## config.mk

```make
export PLATFORM = sky130hd
export DESIGN_NAME = eips_top
export DESIGN_NICKNAME = d
export VERILOG_FILES = /design/src/eips_top.v
export VERILOG_INCLUDE_DIRS = /design/src
export SDC_FILE = /design/constraint.sdc
export NUM_CORES = 1
export LEC_CHECK = 0
export BUFFER_PORTS_ARGS = -buffer_cell sky130_fd_sc_hd__clkbuf_2
export CAP_MARGIN = 20
export CORE_ASPECT_RATIO = 0.5
export CORE_MARGIN = 2
export CORE_UTILIZATION = 40
export CTS_CLUSTER_DIAMETER = 40
export DETAILED_ROUTE_END_ITERATION = 12
export PLACE_DENSITY_LB_ADDON = 0.05
export RECOVER_POWER = 100
export SLEW_MARGIN = 0
export SYNTH_ARGS = -nofsm -noshare
export SYNTH_HDL_FRONTEND = slang
export SYNTH_SLANG_ARGS = --single-unit
export TNS_END_PERCENT = 5
```

## constraint.sdc

```tcl
create_clock -name clk_sys_i -period 17.05 [get_ports clk_sys_i]
set_input_delay 0 -clock clk_sys_i [delete_from_list [all_inputs] [get_ports clk_sys_i]]
set_output_delay 0 -clock clk_sys_i [all_outputs]
set_load 0.02 [all_outputs]
```

## src/eips_consts.vh

```
// Purpose : Constants for the external pin interrupt sense block
// Assumes : Included by the design and by the bench
// Notes   : Offsets are register indexes; byte address is four times the index
`ifndef EIPS_CONSTS_VH
`define EIPS_CONSTS_VH

// ************************************************************
// Register indexes (byte address = index * 4)
// ************************************************************
`define EIPS_IDX_PIN_LOW_SENSE   4'h0
`define EIPS_IDX_PIN_HIGH_SENSE  4'h1
`define EIPS_IDX_PORT_SENSE_A    4'h2
`define EIPS_IDX_PIN_PENDING     4'h3
`define EIPS_IDX_PORT_PENDING    4'h4
`define EIPS_IDX_PORT_SENSE_B    4'hA
`define EIPS_IDX_NIBBLE_ROUTE    4'hC
`define EIPS_IDX_IRQ_MASK        4'hD

// ************************************************************
// Reset values
// ************************************************************
`define EIPS_RST_SENSE           8'h00
`define EIPS_RST_SENSE_B         4'h0
`define EIPS_RST_PIN_PENDING     8'h00
`define EIPS_RST_PORT_PENDING    6'h00
`define EIPS_RST_ROUTE           12'h000
`define EIPS_RST_MASK            14'h0000

// ************************************************************
// Sensitivity field encodings
// ************************************************************
`define EIPS_SENSE_FALL_LOW      2'h0
`define EIPS_SENSE_RISE          2'h1
`define EIPS_SENSE_FALL          2'h2
`define EIPS_SENSE_BOTH          2'h3

// ************************************************************
// Field layout and bus answers
// ************************************************************
`define EIPS_LINE_MASK_FULL      6'h3F
`define EIPS_LINE_MASK_MEDIUM    6'h0F
`define EIPS_RESP_OKAY           2'h0
`define EIPS_RESP_SLVERR         2'h2

`endif

```

## src/eips_top.v

```verilog
// Purpose : Pin interrupt sensitivity, pending flags and AXI4-Lite registers
// Assumes : Pins and priority bits synchronous-ish to clk_sys_i; one clock
// Notes   : Per-flag requests go to the priority controller; irq_o is masked OR
//
// The implementer's own choice: the AXI4-Lite register port.
`timescale 1ns/1ps
`include "eips_consts.vh"

module eips_top #(
   parameter HAS_PORTS_GH = 1          // 1 = larger variant with ports G and H
) (
   input  wire        clk_sys_i,
   input  wire        rst_n_i,
   // Pins of ports A..H, port A in bits 7:0
   input  wire [63:0] port_pins_i,
   // Pin is an input with interrupt enabled (from port config)
   input  wire [63:0] pin_int_en_i,
   // Processor software priority bits
   input  wire        priority_bit_high_i,
   input  wire        priority_bit_low_i,
   // AXI4-Lite slave
   input  wire [7:0]  s_axi_awaddr_i,
   input  wire        s_axi_awvalid_i,
   output wire        s_axi_awready_o,
   input  wire [31:0] s_axi_wdata_i,
   input  wire [3:0]  s_axi_wstrb_i,
   input  wire        s_axi_wvalid_i,
   output wire        s_axi_wready_o,
   output wire [1:0]  s_axi_bresp_o,
   output wire        s_axi_bvalid_o,
   input  wire        s_axi_bready_i,
   input  wire [7:0]  s_axi_araddr_i,
   input  wire        s_axi_arvalid_i,
   output wire        s_axi_arready_o,
   output wire [31:0] s_axi_rdata_o,
   output wire [1:0]  s_axi_rresp_o,
   output wire        s_axi_rvalid_o,
   input  wire        s_axi_rready_i,
   // Requests toward the priority controller
   output wire [7:0]  position_irq_o,
   output wire [5:0]  port_line_irq_o,
   output wire        irq_o
);

   // ************************************************************
   // Reset synchroniser
   // ************************************************************
   reg         rst_meta_reg;           // First stage, read only by second
   reg         rst_sync_n_reg;         // Released reset for the block

   // Async assert, release after two edges
   always @(posedge clk_sys_i or negedge rst_n_i) begin
      if (!rst_n_i) begin
         rst_meta_reg   <= 1'b0;
         rst_sync_n_reg <= 1'b0;
      end else begin
         rst_meta_reg   <= 1'b1;
         rst_sync_n_reg <= rst_meta_reg;
      end
   end

   // ************************************************************
   // Registers
   // ************************************************************
   reg  [7:0]  pin_low_sense_ctrl_reg;   // pos3..pos0 sense
   reg  [7:0]  pin_high_sense_ctrl_reg;  // pos7..pos4 sense
   reg  [7:0]  port_sense_ctrl_a_reg;    // F,E,D,B line sense
   reg  [3:0]  port_sense_ctrl_b_reg;    // H,G line sense
   reg  [7:0]  pin_pending_flags_reg;    // Position pending flags
   reg  [5:0]  port_pending_flags_reg;   // Whole-port pending flags
   reg  [11:0] nibble_route_reg;         // {H,G,F,E,D,B} x {hi,lo}
   reg  [13:0] irq_mask_reg;             // {port flags, pin flags}
   reg         irq_reg;                  // Combined interrupt level

   // Larger variant keeps G and H, medium masks them off
   wire [5:0]  line_avail = (HAS_PORTS_GH != 0) ? `EIPS_LINE_MASK_FULL : `EIPS_LINE_MASK_MEDIUM;

   // Sense writes unlocked only at level three
   wire        level3 = priority_bit_high_i & priority_bit_low_i;

   // ************************************************************
   // Pin synchroniser and previous sample
   // ************************************************************
   reg  [63:0] pin_meta_reg;           // First stage, read only by second
   reg  [63:0] pin_sync_reg;           // Current synchronised sample
   reg  [63:0] pin_prev_reg;           // Previous synchronised sample

   // Two-flop sync plus history; idle high so a low pin at release reads as a falling edge
   always @(posedge clk_sys_i or negedge rst_sync_n_reg) begin
      if (!rst_sync_n_reg) begin
         pin_meta_reg <= 64'hFFFFFFFFFFFFFFFF;
         pin_sync_reg <= 64'hFFFFFFFFFFFFFFFF;
         pin_prev_reg <= 64'hFFFFFFFFFFFFFFFF;
      end else begin
         pin_meta_reg <= port_pins_i;
         pin_sync_reg <= pin_meta_reg;
         pin_prev_reg <= pin_sync_reg;
      end
   end

   // ************************************************************
   // Event detection per pin
   // ************************************************************
   // Sense decode of one field
   function eips_hit;
      input [1:0] mode;
      input       prev;
      input       cur;
      begin
         case (mode)
            `EIPS_SENSE_FALL_LOW: eips_hit = ~cur;
            `EIPS_SENSE_RISE:     eips_hit = ~prev & cur;
            `EIPS_SENSE_FALL:     eips_hit = prev & ~cur;
            default:              eips_hit = prev ^ cur;
         endcase
      end
   endfunction

   wire [15:0] pos_mode_all  = {pin_high_sense_ctrl_reg, pin_low_sense_ctrl_reg};
   wire [15:0] line_mode_all = {4'h0, port_sense_ctrl_b_reg, port_sense_ctrl_a_reg};
   wire [15:0] route_all     = {4'h0, nibble_route_reg};
   wire [63:0] pos_hit;                // Pin event on its position line
   wire [63:0] line_hit;               // Pin event on its whole-port line
   genvar gi;
   generate
      for (gi = 0; gi < 64; gi = gi + 1) begin : g_pin
         // Port A=0..H=7, bit position in the port
         localparam PORT = gi / 8;
         localparam POS  = gi % 8;
         // Whole-port line index, 7 means no line (ports A and C)
         localparam LIDX = (PORT == 1) ? 0 : (PORT == 3) ? 1 : (PORT == 4) ? 2 :
                           (PORT == 5) ? 3 : (PORT == 6) ? 4 : (PORT == 7) ? 5 : 7;
         // Position line covers A-E, and F only at position 0
         localparam POS_OK = (PORT <= 4) || ((PORT == 5) && (POS == 0)) ? 1 : 0;
         wire routed = route_all[2 * LIDX + POS / 4];
         wire en     = pin_int_en_i[gi];
         wire pos_ev = eips_hit(pos_mode_all[2 * POS +: 2], pin_prev_reg[gi], pin_sync_reg[gi]);
         wire ln_ev  = eips_hit(line_mode_all[2 * LIDX +: 2], pin_prev_reg[gi], pin_sync_reg[gi]);
         assign pos_hit[gi]  = (POS_OK != 0) & en & ~routed & pos_ev;
         assign line_hit[gi] = en & routed & ln_ev;
      end
   endgenerate

   reg  [7:0]  pos_event;              // Event per position line
   reg  [5:0]  line_event;             // Event per whole-port line
   integer     k;
   // OR all contributing pins onto each line
   always @* begin
      pos_event  = 8'h00;
      for (k = 0; k < 64; k = k + 1) begin
         pos_event[k % 8] = pos_event[k % 8] | pos_hit[k];
      end
      // Whole-port lines {H,G,F,E,D,B}; the medium variant drops G and H
      line_event = {|line_hit[63:56], |line_hit[55:48], |line_hit[47:40],
                    |line_hit[39:32], |line_hit[31:24], |line_hit[15:8]} & line_avail;
   end

   // ************************************************************
   // AXI4-Lite slave
   // ************************************************************
   reg         awready_reg;            // Write address slot free
   reg         wready_reg;             // Write data slot free
   reg  [3:0]  waddr_idx_reg;          // Latched write index
   reg         waddr_ok_reg;           // Latched write address in map range
   reg  [31:0] wdata_reg;              // Latched write data
   reg  [3:0]  wstrb_reg;              // Latched byte strobes
   reg         bvalid_reg;             // Write answer pending
   reg  [1:0]  bresp_reg;              // Write answer code
   reg         arready_reg;            // Read address slot free
   reg         rvalid_reg;             // Read answer pending
   reg  [31:0] rdata_reg;              // Read answer data
   reg  [1:0]  rresp_reg;              // Read answer code

   wire aw_take = s_axi_awvalid_i & awready_reg;
   wire w_take  = s_axi_wvalid_i & wready_reg;
   // Both halves held and no answer outstanding
   wire wr_go   = ~awready_reg & ~wready_reg & ~bvalid_reg;
   wire ar_take = s_axi_arvalid_i & arready_reg;

   // Decode of the latched write index
   reg         wr_hit;                 // Index maps to a register
   always @* begin
      if (!waddr_ok_reg) begin
         wr_hit = 1'b0;
      end else if ((waddr_idx_reg == `EIPS_IDX_PIN_LOW_SENSE) || (waddr_idx_reg == `EIPS_IDX_PIN_HIGH_SENSE) ||
                   (waddr_idx_reg == `EIPS_IDX_PORT_SENSE_A) || (waddr_idx_reg == `EIPS_IDX_PIN_PENDING) ||
                   (waddr_idx_reg == `EIPS_IDX_PORT_PENDING) || (waddr_idx_reg == `EIPS_IDX_PORT_SENSE_B) ||
                   (waddr_idx_reg == `EIPS_IDX_NIBBLE_ROUTE) || (waddr_idx_reg == `EIPS_IDX_IRQ_MASK)) begin
         wr_hit = 1'b1;
      end else begin
         wr_hit = 1'b0;                  // Unmapped index
      end
   end

   // Single write strobe per register, byte lane 0 for 8-bit fields
   wire       wr_en  = wr_go & wr_hit;
   wire       lane0  = wstrb_reg[0];
   wire       lane1  = wstrb_reg[1];
   wire       wr_sel_low   = wr_en & lane0 & (waddr_idx_reg == `EIPS_IDX_PIN_LOW_SENSE);
   wire       wr_sel_high  = wr_en & lane0 & (waddr_idx_reg == `EIPS_IDX_PIN_HIGH_SENSE);
   wire       wr_sel_pa    = wr_en & lane0 & (waddr_idx_reg == `EIPS_IDX_PORT_SENSE_A);
   wire       wr_sel_pb    = wr_en & lane0 & (waddr_idx_reg == `EIPS_IDX_PORT_SENSE_B) & (HAS_PORTS_GH != 0);
   wire       wr_sel_pinf  = wr_en & lane0 & (waddr_idx_reg == `EIPS_IDX_PIN_PENDING);
   wire       wr_sel_portf = wr_en & lane0 & (waddr_idx_reg == `EIPS_IDX_PORT_PENDING);
   wire       wr_sel_route = wr_en & (waddr_idx_reg == `EIPS_IDX_NIBBLE_ROUTE);
   wire       wr_sel_mask  = wr_en & (waddr_idx_reg == `EIPS_IDX_IRQ_MASK);

   // Write channel handshakes and answer
   always @(posedge clk_sys_i or negedge rst_sync_n_reg) begin
      if (!rst_sync_n_reg) begin
         awready_reg   <= 1'b1;
         wready_reg    <= 1'b1;
         waddr_idx_reg <= 4'h0;
         waddr_ok_reg  <= 1'b0;
         wdata_reg     <= 32'h00000000;
         wstrb_reg     <= 4'h0;
         bvalid_reg    <= 1'b0;
         bresp_reg     <= `EIPS_RESP_OKAY;
      end else begin
         // Address and data taken in either order
         if (aw_take) begin
            awready_reg   <= 1'b0;
            waddr_idx_reg <= s_axi_awaddr_i[5:2];
            waddr_ok_reg  <= (s_axi_awaddr_i[7:6] == 2'h0);
         end
         if (w_take) begin
            wready_reg <= 1'b0;
            wdata_reg  <= s_axi_wdata_i;
            wstrb_reg  <= s_axi_wstrb_i;
         end
         // Answer once both halves are in; unmapped gets SLVERR
         if (wr_go) begin
            bvalid_reg <= 1'b1;
            bresp_reg  <= wr_hit ? `EIPS_RESP_OKAY : `EIPS_RESP_SLVERR;
         end else if (bvalid_reg & s_axi_bready_i) begin
            bvalid_reg  <= 1'b0;
            awready_reg <= 1'b1;
            wready_reg  <= 1'b1;
         end
      end
   end

   // Read multiplexer, narrow data in low bits, rest zero
   reg  [31:0] rd_mux;
   reg         rd_hit;
   always @* begin
      rd_mux = 32'h00000000;
      rd_hit = (s_axi_araddr_i[7:6] == 2'h0);
      if (s_axi_araddr_i[5:2] == `EIPS_IDX_PIN_LOW_SENSE) begin
         rd_mux[7:0] = pin_low_sense_ctrl_reg;
      end else if (s_axi_araddr_i[5:2] == `EIPS_IDX_PIN_HIGH_SENSE) begin
         rd_mux[7:0] = pin_high_sense_ctrl_reg;
      end else if (s_axi_araddr_i[5:2] == `EIPS_IDX_PORT_SENSE_A) begin
         rd_mux[7:0] = port_sense_ctrl_a_reg;
      end else if (s_axi_araddr_i[5:2] == `EIPS_IDX_PIN_PENDING) begin
         rd_mux[7:0] = pin_pending_flags_reg;
      end else if (s_axi_araddr_i[5:2] == `EIPS_IDX_PORT_PENDING) begin
         rd_mux[5:0] = port_pending_flags_reg;
      end else if (s_axi_araddr_i[5:2] == `EIPS_IDX_PORT_SENSE_B) begin
         rd_mux[3:0] = port_sense_ctrl_b_reg;
      end else if (s_axi_araddr_i[5:2] == `EIPS_IDX_NIBBLE_ROUTE) begin
         rd_mux[11:0] = nibble_route_reg;
      end else if (s_axi_araddr_i[5:2] == `EIPS_IDX_IRQ_MASK) begin
         rd_mux[13:0] = irq_mask_reg;
      end else begin
         rd_hit = 1'b0;                                 // Unmapped index
      end
   end

   // Read channel: one outstanding read
   always @(posedge clk_sys_i or negedge rst_sync_n_reg) begin
      if (!rst_sync_n_reg) begin
         arready_reg <= 1'b1;
         rvalid_reg  <= 1'b0;
         rdata_reg   <= 32'h00000000;
         rresp_reg   <= `EIPS_RESP_OKAY;
      end else if (ar_take) begin
         arready_reg <= 1'b0;
         rvalid_reg  <= 1'b1;
         rdata_reg   <= rd_hit ? rd_mux : 32'h00000000;
         rresp_reg   <= rd_hit ? `EIPS_RESP_OKAY : `EIPS_RESP_SLVERR;
      end else if (rvalid_reg & s_axi_rready_i) begin
         rvalid_reg  <= 1'b0;
         arready_reg <= 1'b1;
      end
   end

   // ************************************************************
   // Control and status register update
   // ************************************************************
   wire [7:0] pin_clr  = wr_sel_pinf  ? wdata_reg[7:0] : 8'h00;
   wire [5:0] port_clr = wr_sel_portf ? wdata_reg[5:0] : 6'h00;

   // Sense writes dropped unless level three; events win over clears
   always @(posedge clk_sys_i or negedge rst_sync_n_reg) begin
      if (!rst_sync_n_reg) begin
         pin_low_sense_ctrl_reg  <= `EIPS_RST_SENSE;
         pin_high_sense_ctrl_reg <= `EIPS_RST_SENSE;
         port_sense_ctrl_a_reg   <= `EIPS_RST_SENSE;
         port_sense_ctrl_b_reg   <= `EIPS_RST_SENSE_B;
         pin_pending_flags_reg   <= `EIPS_RST_PIN_PENDING;
         port_pending_flags_reg  <= `EIPS_RST_PORT_PENDING;
         nibble_route_reg        <= `EIPS_RST_ROUTE;
         irq_mask_reg            <= `EIPS_RST_MASK;
         irq_reg                 <= 1'b0;
      end else begin
         if (wr_sel_low & level3) begin
            pin_low_sense_ctrl_reg <= wdata_reg[7:0];
         end
         if (wr_sel_high & level3) begin
            pin_high_sense_ctrl_reg <= wdata_reg[7:0];
         end
         if (wr_sel_pa & level3) begin
            port_sense_ctrl_a_reg <= wdata_reg[7:0];
         end
         if (wr_sel_pb & level3) begin
            port_sense_ctrl_b_reg <= wdata_reg[3:0];
         end
         // Route and mask bits, byte lanes honoured
         if (wr_sel_route) begin
            nibble_route_reg <= {lane1 ? wdata_reg[11:8] : nibble_route_reg[11:8],
                                 lane0 ? wdata_reg[7:0] : nibble_route_reg[7:0]};
         end
         if (wr_sel_mask) begin
            irq_mask_reg <= {lane1 ? wdata_reg[13:8] : irq_mask_reg[13:8],
                             lane0 ? wdata_reg[7:0] : irq_mask_reg[7:0]};
         end
         // Sticky flags: set wins over a same-cycle clear
         pin_pending_flags_reg  <= (pin_pending_flags_reg & ~pin_clr) | pos_event;
         port_pending_flags_reg <= ((port_pending_flags_reg & ~port_clr) | line_event) & line_avail;
         // Masked level, one cycle behind the flags
         irq_reg <= |({port_pending_flags_reg, pin_pending_flags_reg} & irq_mask_reg);
      end
   end

   // ************************************************************
   // Outputs
   // ************************************************************
   assign s_axi_awready_o = awready_reg;
   assign s_axi_wready_o  = wready_reg;
   assign s_axi_bvalid_o  = bvalid_reg;
   assign s_axi_bresp_o   = bresp_reg;
   assign s_axi_arready_o = arready_reg;
   assign s_axi_rvalid_o  = rvalid_reg;
   assign s_axi_rdata_o   = rdata_reg;
   assign s_axi_rresp_o   = rresp_reg;
   assign position_irq_o  = pin_pending_flags_reg;
   assign port_line_irq_o = port_pending_flags_reg;
   assign irq_o           = irq_reg;

endmodule // eips_top

```

# ---- Word level (Yosys, flattened, before mapping)
# Cells that the tools add are included.
dict set report totals {
  register_bits 325
  out_inout_bits 56
}
dict set report classes {
  reduce_logical 38
  bitwise_logic 554
  muxes 138
  eq_ne 42
}
# cell n
set ops {}
lappend ops {{AND 1 bit} 312}
lappend ops {{case mux 1 bit (3 select lines)} 89}
lappend ops {{inverter 1 bit} 138}
lappend ops {{2-to-1 mux 14 bit} 9}
lappend ops {{bitwise XOR 1 bit} 64}
lappend ops {{2-to-1 mux 8 bit} 6}
lappend ops {{OR reduction 8 bit} 6}
lappend ops {{2-to-1 mux 6 bit} 6}
lappend ops {{bitwise OR 1 bit} 33}
lappend ops {{zero test 2 bit} 16}
lappend ops {{equality test 2 x 1 -> 1 bit (second input constant)} 14}
lappend ops {{equality test 2 bit (second input constant)} 14}
lappend ops {{equality test 4 bit (second input constant)} 6}
lappend ops {{2-to-1 mux 1 bit} 22}
lappend ops {{equality test 4 x 2 -> 1 bit (second input constant)} 4}
lappend ops {{AND 14 bit} 1}
lappend ops {{OR reduction 14 bit} 1}
lappend ops {{2-to-1 mux 12 bit} 1}
lappend ops {{2-to-1 mux 10 bit} 1}
lappend ops {{AND 8 bit} 1}
lappend ops {{equality test 4 x 1 -> 1 bit (second input constant)} 2}
lappend ops {{equality test 4 x 3 -> 1 bit (second input constant)} 2}
lappend ops {{zero test 4 bit} 2}
lappend ops {{inverter 8 bit} 1}
lappend ops {{other kinds (9)} 21}

# ---- Depth between registers and ports, before layout
# Gate-level depths: netlist of run 1.
dict set report depth {
  depth_word 17
  ltp_mapped 7
  depth_no_buf 7
}

# ---- Least setup slack after synthesis of run 1
# Ideal clock, no wire load.
dict set report synth_path {
  path_type {flip-flop to flip-flop}
  startpoint {register pin_prev_reg[15]}
  endpoint {register pin_pending_flags_reg[7], in the netlist position_irq_o[7]}
  t_arrival_ps 1940
  path_stages_with_launch 8
  synth_period_minus_slack_ps 2064
  setup_slack_ps 14986
  n_path_buf 0
  setup_ps 124
  path_cell_list {dfstp_2 > inv_1 > ha_1 > and2_0 > o311ai_0 > a21oi_1 > or4b_1 > a211o_1}
}
dict set report synth_between {
  elab_chain_cells 9
}
# element line_no
set synth_lines {}
lappend synth_lines {{start: declaration} eips_top.v:86} ;# reg [63:0] pin_prev_reg;
lappend synth_lines {{start signal: assignment} eips_top.v:97} ;# pin_prev_reg <= pin_sync_reg;
lappend synth_lines {{inverter 1 bit} eips_top.v:112} ;# `EIPS_SENSE_RISE: eips_hit = ~prev & cur;
lappend synth_lines {{AND 1 bit} eips_top.v:112}
lappend synth_lines {{case mux 1 bit (3 select lines) *} eips_top.v:110} ;# case (mode)
lappend synth_lines {{AND 1 bit *} eips_top.v:139} ;# assign pos_hit[gi] = (POS_OK != 0) & en & ~routed & pos_ev;
lappend synth_lines {{bitwise OR 1 bit * (4 in series)} eips_top.v:151} ;# pos_event[k % 8] = pos_event[k % 8] | pos_hit[k];
lappend synth_lines {{bitwise OR 8 bit *} eips_top.v:329} ;# pin_pending_flags_reg <= (pin_pending_flags_reg & ~pin_clr) | pos_event;
lappend synth_lines {{end signal: assignment} eips_top.v:301} ;# pin_pending_flags_reg <= `EIPS_RST_PIN_PENDING;
lappend synth_lines {{end signal: assignment} eips_top.v:329}
lappend synth_lines {{end: declaration} eips_top.v:69} ;# reg [7:0] pin_pending_flags_reg;
# Every way passes the cells marked *; elsewhere a longest branch is shown, timed or not.
# A chain may end at the register's enable or synchronous reset.

==> impl_metrics.tcl, run 1 <==
set metrics [dict create \
    status "finished with violations" \
    failed_checks "hold timing, capacitance limit, slew limit" \
    start_util_pct 40.74 \
    gp_congestion 0.8520 \
    crit_path_cell_trace "clkbuf_1 > clkbuf_1" \
    n_antenna_cell 0 \
    path_depth 2 \
    most-common-layout-cells "194 x nand2_1, 164 x clkbuf_2, 161 x inv_1" \
    viasPerCell 5.159 \
    critPathMaxStageDelay_ns 2.81 \
    die_y_um 145.1 \
    layout-drive-gt1-share_pct 23.38 \
    timing.rr.end "position_irq_o[6]" \
    core_region_area_um2 39120 \
    hold_ws_ns -0.004762 \
    worst_ep_required_time_ns 16.82 \
    use_met1_pct 29.29 \
    postCtsResizedCells 0 \
    maxCapViolations 6 \
    regToRegSetupSlack_ns 9.01 \
    routed_wirelength_mm 43.72 \
    wl_per_cell_um 18.25 \
    fmax_mhz 124.4 \
    syn2layout_area_growth_pct 23.53 \
    dp_hpwl_mm 31.75 \
    cts_tree "built" \
    fin_nets 2153 \
    final_common_cell "nand2_1" \
    ys_async_sr_fraction_pct 100.0 \
    peakVddDrop_v 0.00005567 \
    ant_nets 0 \
    rows 51 \
    cts_max_level 2 \
    timing.final.max_slew_violations 321 \
    startpoint_type "register" \
    power_leakage_nw 8.759 \
    crit_slowest_cell "clkbuf_1" \
    clk_latency_ns 0.54 \
    grt_pass1_vias 12430 \
    hold_depth 3 \
    grt_max_degree 73 \
    met3_usage_pct 4.198 \
    worst_slew_pin_slew_ns 3.784 \
    port_buffers 200 \
    drtPass1Iterations 5 \
    cp_common_cell "clkbuf_1" \
    synth.distinct_cells 70 \
    drc 0 \
    synth-seq-cells 305 \
    grt.overflow.total 0 \
    synth_flop_cell "dfstp_2" \
    max_slew_margin_pct -152.2 \
    syn_avg_cell_area_um2 10.29 \
    cts_buffers 38 \
    crit_buf_inv 2 \
    ys_warn_count 0 \
    grt_pass1_wl_mm 69.42 \
    die_width_um 286.3 \
    clockBufferDepth 3 \
    syn_inst 1548 \
    hold_path.class "primary input to register" \
    antenna_found_initial 0 \
    postCtsSetupBuffers 0 \
    clk_pin_slew_worst_paths_ns 0.06 \
    setup_viol 0 \
    end_kind "asynchronous set/reset pin" \
    cts-root-buf "clkbuf_16" \
    r2r_start "rst_sync_n_reg" \
    crit_type "register to asynchronous set/reset pin" \
    post-route-min-period_ns 8.041 \
    ys_seq_area_share_pct 49.42 \
    busiest_layer "met2" \
    final-hold-violation-count 1 \
    worst_r2r_path_depth 2 \
    clkSinkCount 305 \
    finalCritPeriodShare_pct 47.16 \
    gr-usage-all-layers_pct 21.32 \
    fin_util_pct 50.33 \
    vias 12360 \
    nFillCells 3539 \
    crit_start "rst_sync_n_reg" \
    rsz0062_at_grt "false" \
    io_pins 245 \
    tns_ns 0 \
    die_area_um2 41550 \
    power.density_nw_per_um2 112.3 \
    fin_worst_skew_ns 0.01799 \
    worst_path_dominant_cell_family "buffers and inverters" \
    worstSetupEndpoint "position_irq_o[6]" \
    grt_use_met2_pct 34.53 \
    cp_max_fo 72 \
    drtIter0Drc 883 \
    synth_edf_count 0 \
    critPathArrivalTime_ns 7.81 \
    syn_area_um2 15940 \
]
[per-stage QoR]
| stage | hold WS (ns) | setup slack, ns | total power, W | instances | area [µm²] |
|---|---|---|---|---|---|
| 2_1_floorplan | -0.2956 | 8.261 | 0.001194 | 1567 | 16010 |
| 3_3_place_gp | -0.2148 | 14.37 | 0.001341 | 2206 | 17260 |
| 5_1_grt | -0.01544 | 7.225 | 0.002328 | 2395 | 19690 |
| 6_report | -0.004762 | 9.009 | 0.002210 | 2395 | 19690 |
| 4_1_cts | 0.005592 | 13.95 | 0.002251 | 2394 | 19800 |
| 3_5_place_dp | -0.2129 | 14.28 | 0.001352 | 2206 | 17260 |
[routing by layer]
layer / vias to the layer above / routed length [µm]
li1: 5862 / -
met1: 6115 / 19860
met2: 308 / 20650
met3: 71 / 2330
met4: 0 / 884
met5: - / 0
[worst min-delay path: cells and delay by family]
kind / cells / cell delay (ns)
buf+inv: 1 / 0.11
simple gates: 1 / 0.20
mux: 1 / 0.19
[cell usage after synthesis, drive strengths merged, types with 3 or more instances]
library cell	instances	share of area (%)
a2111oi	5	0.27
a211o	5	0.27
a211oi	14	0.66
a21o	3	0.14
a21oi	31	0.97
a221o	5	0.31
a221oi	3	0.16
a222oi	6	0.38
a22oi	35	1.6
a311oi	4	0.22
a31oi	55	2.2
a32o	4	0.25
a32oi	4	0.22
and2	3	0.12
buf	30	1.3
clkbuf	66	1.6
dfrtp	110	17
dfstp	195	32
ha	128	10
inv	161	3.8
mux2	75	5.3
mux2i	12	0.75
nand2	194	4.6
nand2b	126	4.9
nand3	5	0.16
nand4	11	0.53
nor2	37	0.89
nor2b	8	0.31
nor3	9	0.42
nor3b	10	0.54
nor4	15	0.59
o2111ai	9	0.49
o211ai	6	0.28
o21ai	109	3.4
o22ai	9	0.35
o311ai	3	0.16
o31ai	5	0.24
o32ai	4	0.22
o41ai	3	0.16
or2	3	0.12
[worst min path at each step]
stage	slack, ns	to	from
detailed placement	-0.21	rst_meta_reg	rst_n_i
global route	-0.02	port_sense_ctrl_b_reg[2]	priority_bit_low_i
CTS	0.006	port_sense_ctrl_b_reg[2]	priority_bit_low_i
global placement	-0.21	rst_meta_reg	rst_n_i
floorplan	-0.30	rst_meta_reg	rst_n_i
finish	-0.005	port_sense_ctrl_b_reg[2]	priority_bit_low_i
[report_power, final]
group          leakage, nW  switching, W  internal, W
registers             3.42      0.000160     0.000826
clock network        0.663      0.000331     0.000527
logic                 4.67      0.000186     0.000180
[final cells by class]
cell class	instances	area, µm²	area share, %
clock buffers	52	1160	5.892
clock inverters	17	193.9	0.9851
inverters	161	604.3	3.070
multi-input cells	1005	7015	35.64
flip-flops and latches	305	7876	40.01
well taps	530	663.1	3.368
repair buffers	325	2173	11.04
[cell families (layout without fill, tap and decap cells)]
kind of cell	after synthesis	count (layout)	synth area share, %
XOR/XNOR	1	1	0.05497
AO/OA/AOI/OAI	333	333	13.67
other	2	21	0.04712
AND/OR/NAND/NOR	434	434	13.90
multiplexers	88	88	6.195
buffers and inverters	257	555	6.658
flip-flops	305	305	49.42
adder cells (fa/ha/maj)	128	128	10.05
[timing repair]
action,4_1_cts,5_1_grt
hold endpoints to repair,104,0
setup endpoints to repair,0,0
hold buffers,119,0
Note: power is estimated with default switching activity, not from simulation.
==> run 2: changes to the inputs <==
clock period = 7.1 ns   (was 17.05 ns; I/O delays follow)
==> run 2 against run 1 <==
Net effect: the run ends with capacitance limit, slew limit left; sequential share of layout area rose by 0.31 points; final cell count down 0.33%; via count down 1.5%; critical path type is now register to register.
==> impl_metrics.tcl, run 2 (synthesized netlist as in run 1, its figures left out) <==
set metrics [dict create \
    layout-drive-gt1-share_pct 23.26 \
    grt_pass1_wl_mm 68.77 \
    clk_latency_ns 0.53 \
    die_y_um 145.1 \
    postCtsSetupBuffers 0 \
    vias 12170 \
    viasPerCell 5.097 \
    worst_ep_required_time_ns 7.50 \
    postCtsResizedCells 0 \
    peakVddDrop_v 0.0001653 \
    finalCritPeriodShare_pct 48.58 \
    gp_congestion 0.8843 \
    drtIter0Drc 825 \
    cts_buffers 37 \
    worst_slew_pin_slew_ns 1.735 \
    clockBufferDepth 3 \
    rsz0062_at_grt "false" \
    grt_pass1_vias 12450 \
    routed_wirelength_mm 43.51 \
    ant_nets 0 \
    die_width_um 286.3 \
    max_slew_margin_pct -15.92 \
    cts_max_level 2 \
    drc 0 \
    crit_type "register to register" \
    cts_hold_buf 117 \
    most-common-layout-cells "194 x nand2_1, 162 x clkbuf_2, 161 x inv_1" \
    cts_tree "built" \
    rows 51 \
    io_pins 245 \
    die_area_um2 41550 \
    nFillCells 3613 \
    gr-usage-all-layers_pct 21.06 \
    final-hold-violation-count 0 \
    power_leakage_nw 8.680 \
    port_buffers 200 \
    end_kind "register" \
    maxCapViolations 1 \
    power.density_nw_per_um2 263.7 \
    tns_ns 0 \
    start_util_pct 40.74 \
    fin_worst_skew_ns 0.01194 \
    critPathArrivalTime_ns 3.85 \
    hold_path.class "primary input to register" \
    timing.final.max_slew_violations 9 \
    syn2layout_area_growth_pct 22.57 \
    core_region_area_um2 39120 \
    grt_max_degree 155 \
    placed_cells 2204 \
    grt.overflow.total 0 \
    clkSinkCount 305 \
    failed_checks "capacitance limit, slew limit" \
    status "finished with violations" \
    setup_viol 0 \
    hold_ws_ns 0.01839 \
    final_common_cell "nand2_1" \
    n_antenna_cell 0 \
    clk_pin_slew_worst_paths_ns 0.06 \
    post-route-min-period_ns 3.449 \
    dp_hpwl_mm 31.62 \
    fin_cells 2387 \
    fin_nets 2148 \
    dp_worst_setup_slack_ns 4.595 \
    cp_max_fo 8 \
    setup_ws_ns 3.651 \
    startpoint_type "register" \
    antenna_found_initial 0 \
    drtPass1Iterations 5 \
    cts-root-buf "clkbuf_16" \
    wl_per_cell_um 18.23 \
    finalInstanceArea_um2 19530 \
    fmax_mhz 289.9 \
    dpl_cell_area_um2 17250 \
]
-- run 2: final timing paths --
kind	start	to	slack [ns]	cells after the start
max in group asynchronous	rst_sync_n_reg	port_line_irq_o[0]	4.27	2
max reg2reg	s_axi_awready_o	port_sense_ctrl_a_reg[1]	3.65	5
min reg2reg	pin_meta_reg[18]	pin_sync_reg[18]	0.35	0
min in group asynchronous	rst_n_i	rst_sync_n_reg	0.32	3
max	s_axi_awready_o	port_sense_ctrl_a_reg[1]	3.65	5
min	priority_bit_low_i	port_sense_ctrl_b_reg[3]	0.02	3
-- run 2: where the power goes --
part / leakage [nW] / switching [W] / internal, W
clock: 0.589 / 0.000791 / 0.00112
combinational: 4.67 / 0.000446 / 0.000432
sequential: 3.42 / 0.000380 / 0.00198
-- run 2: critical path: stages, from the launching register on --
cell	delay, ns
dfstp_1	0.39
nor3_1	0.59
and3_1	0.34
nand4_1	0.18
nor3b_1	1.40
mux2_2	0.43
-- run 2: through the flow --
step	power (W)	utilization, %
global placement	0.003219	44.11
finish	0.005151	49.94
global route	0.005432	49.94
floorplan	0.002867	-
CTS	0.005251	50.20
detailed placement	0.003247	44.11
-- run 2: metal layers --
| metal | share of wire, % | wire length, µm | vias up | GRT usage (%) |
|---|---|---|---|---|
| met3 | 5.2 | 2270 | 70 | 3.852 |
| li1 | - | - | 5847 | - |
| met5 | 0 | 0 | - | 0 |
| met1 | 46 | 19870 | 5964 | 28.64 |
| met4 | 2.1 | 934 | 0 | 5.393 |
| met2 | 47 | 20440 | 285 | 34.59 |
-- run 2: cell type report --
cell class	count	area [µm²]	area share (%)
Inverter	161	604.3	3.094
Clock buffer	45	985.9	5.047
Clock inverter	20	225.2	1.153
Timing Repair Buffer	321	2163	11.07
Multi-Input combinational cell	1005	7015	35.91
Tap cell	530	663.1	3.395
Sequential cell	305	7876	40.32
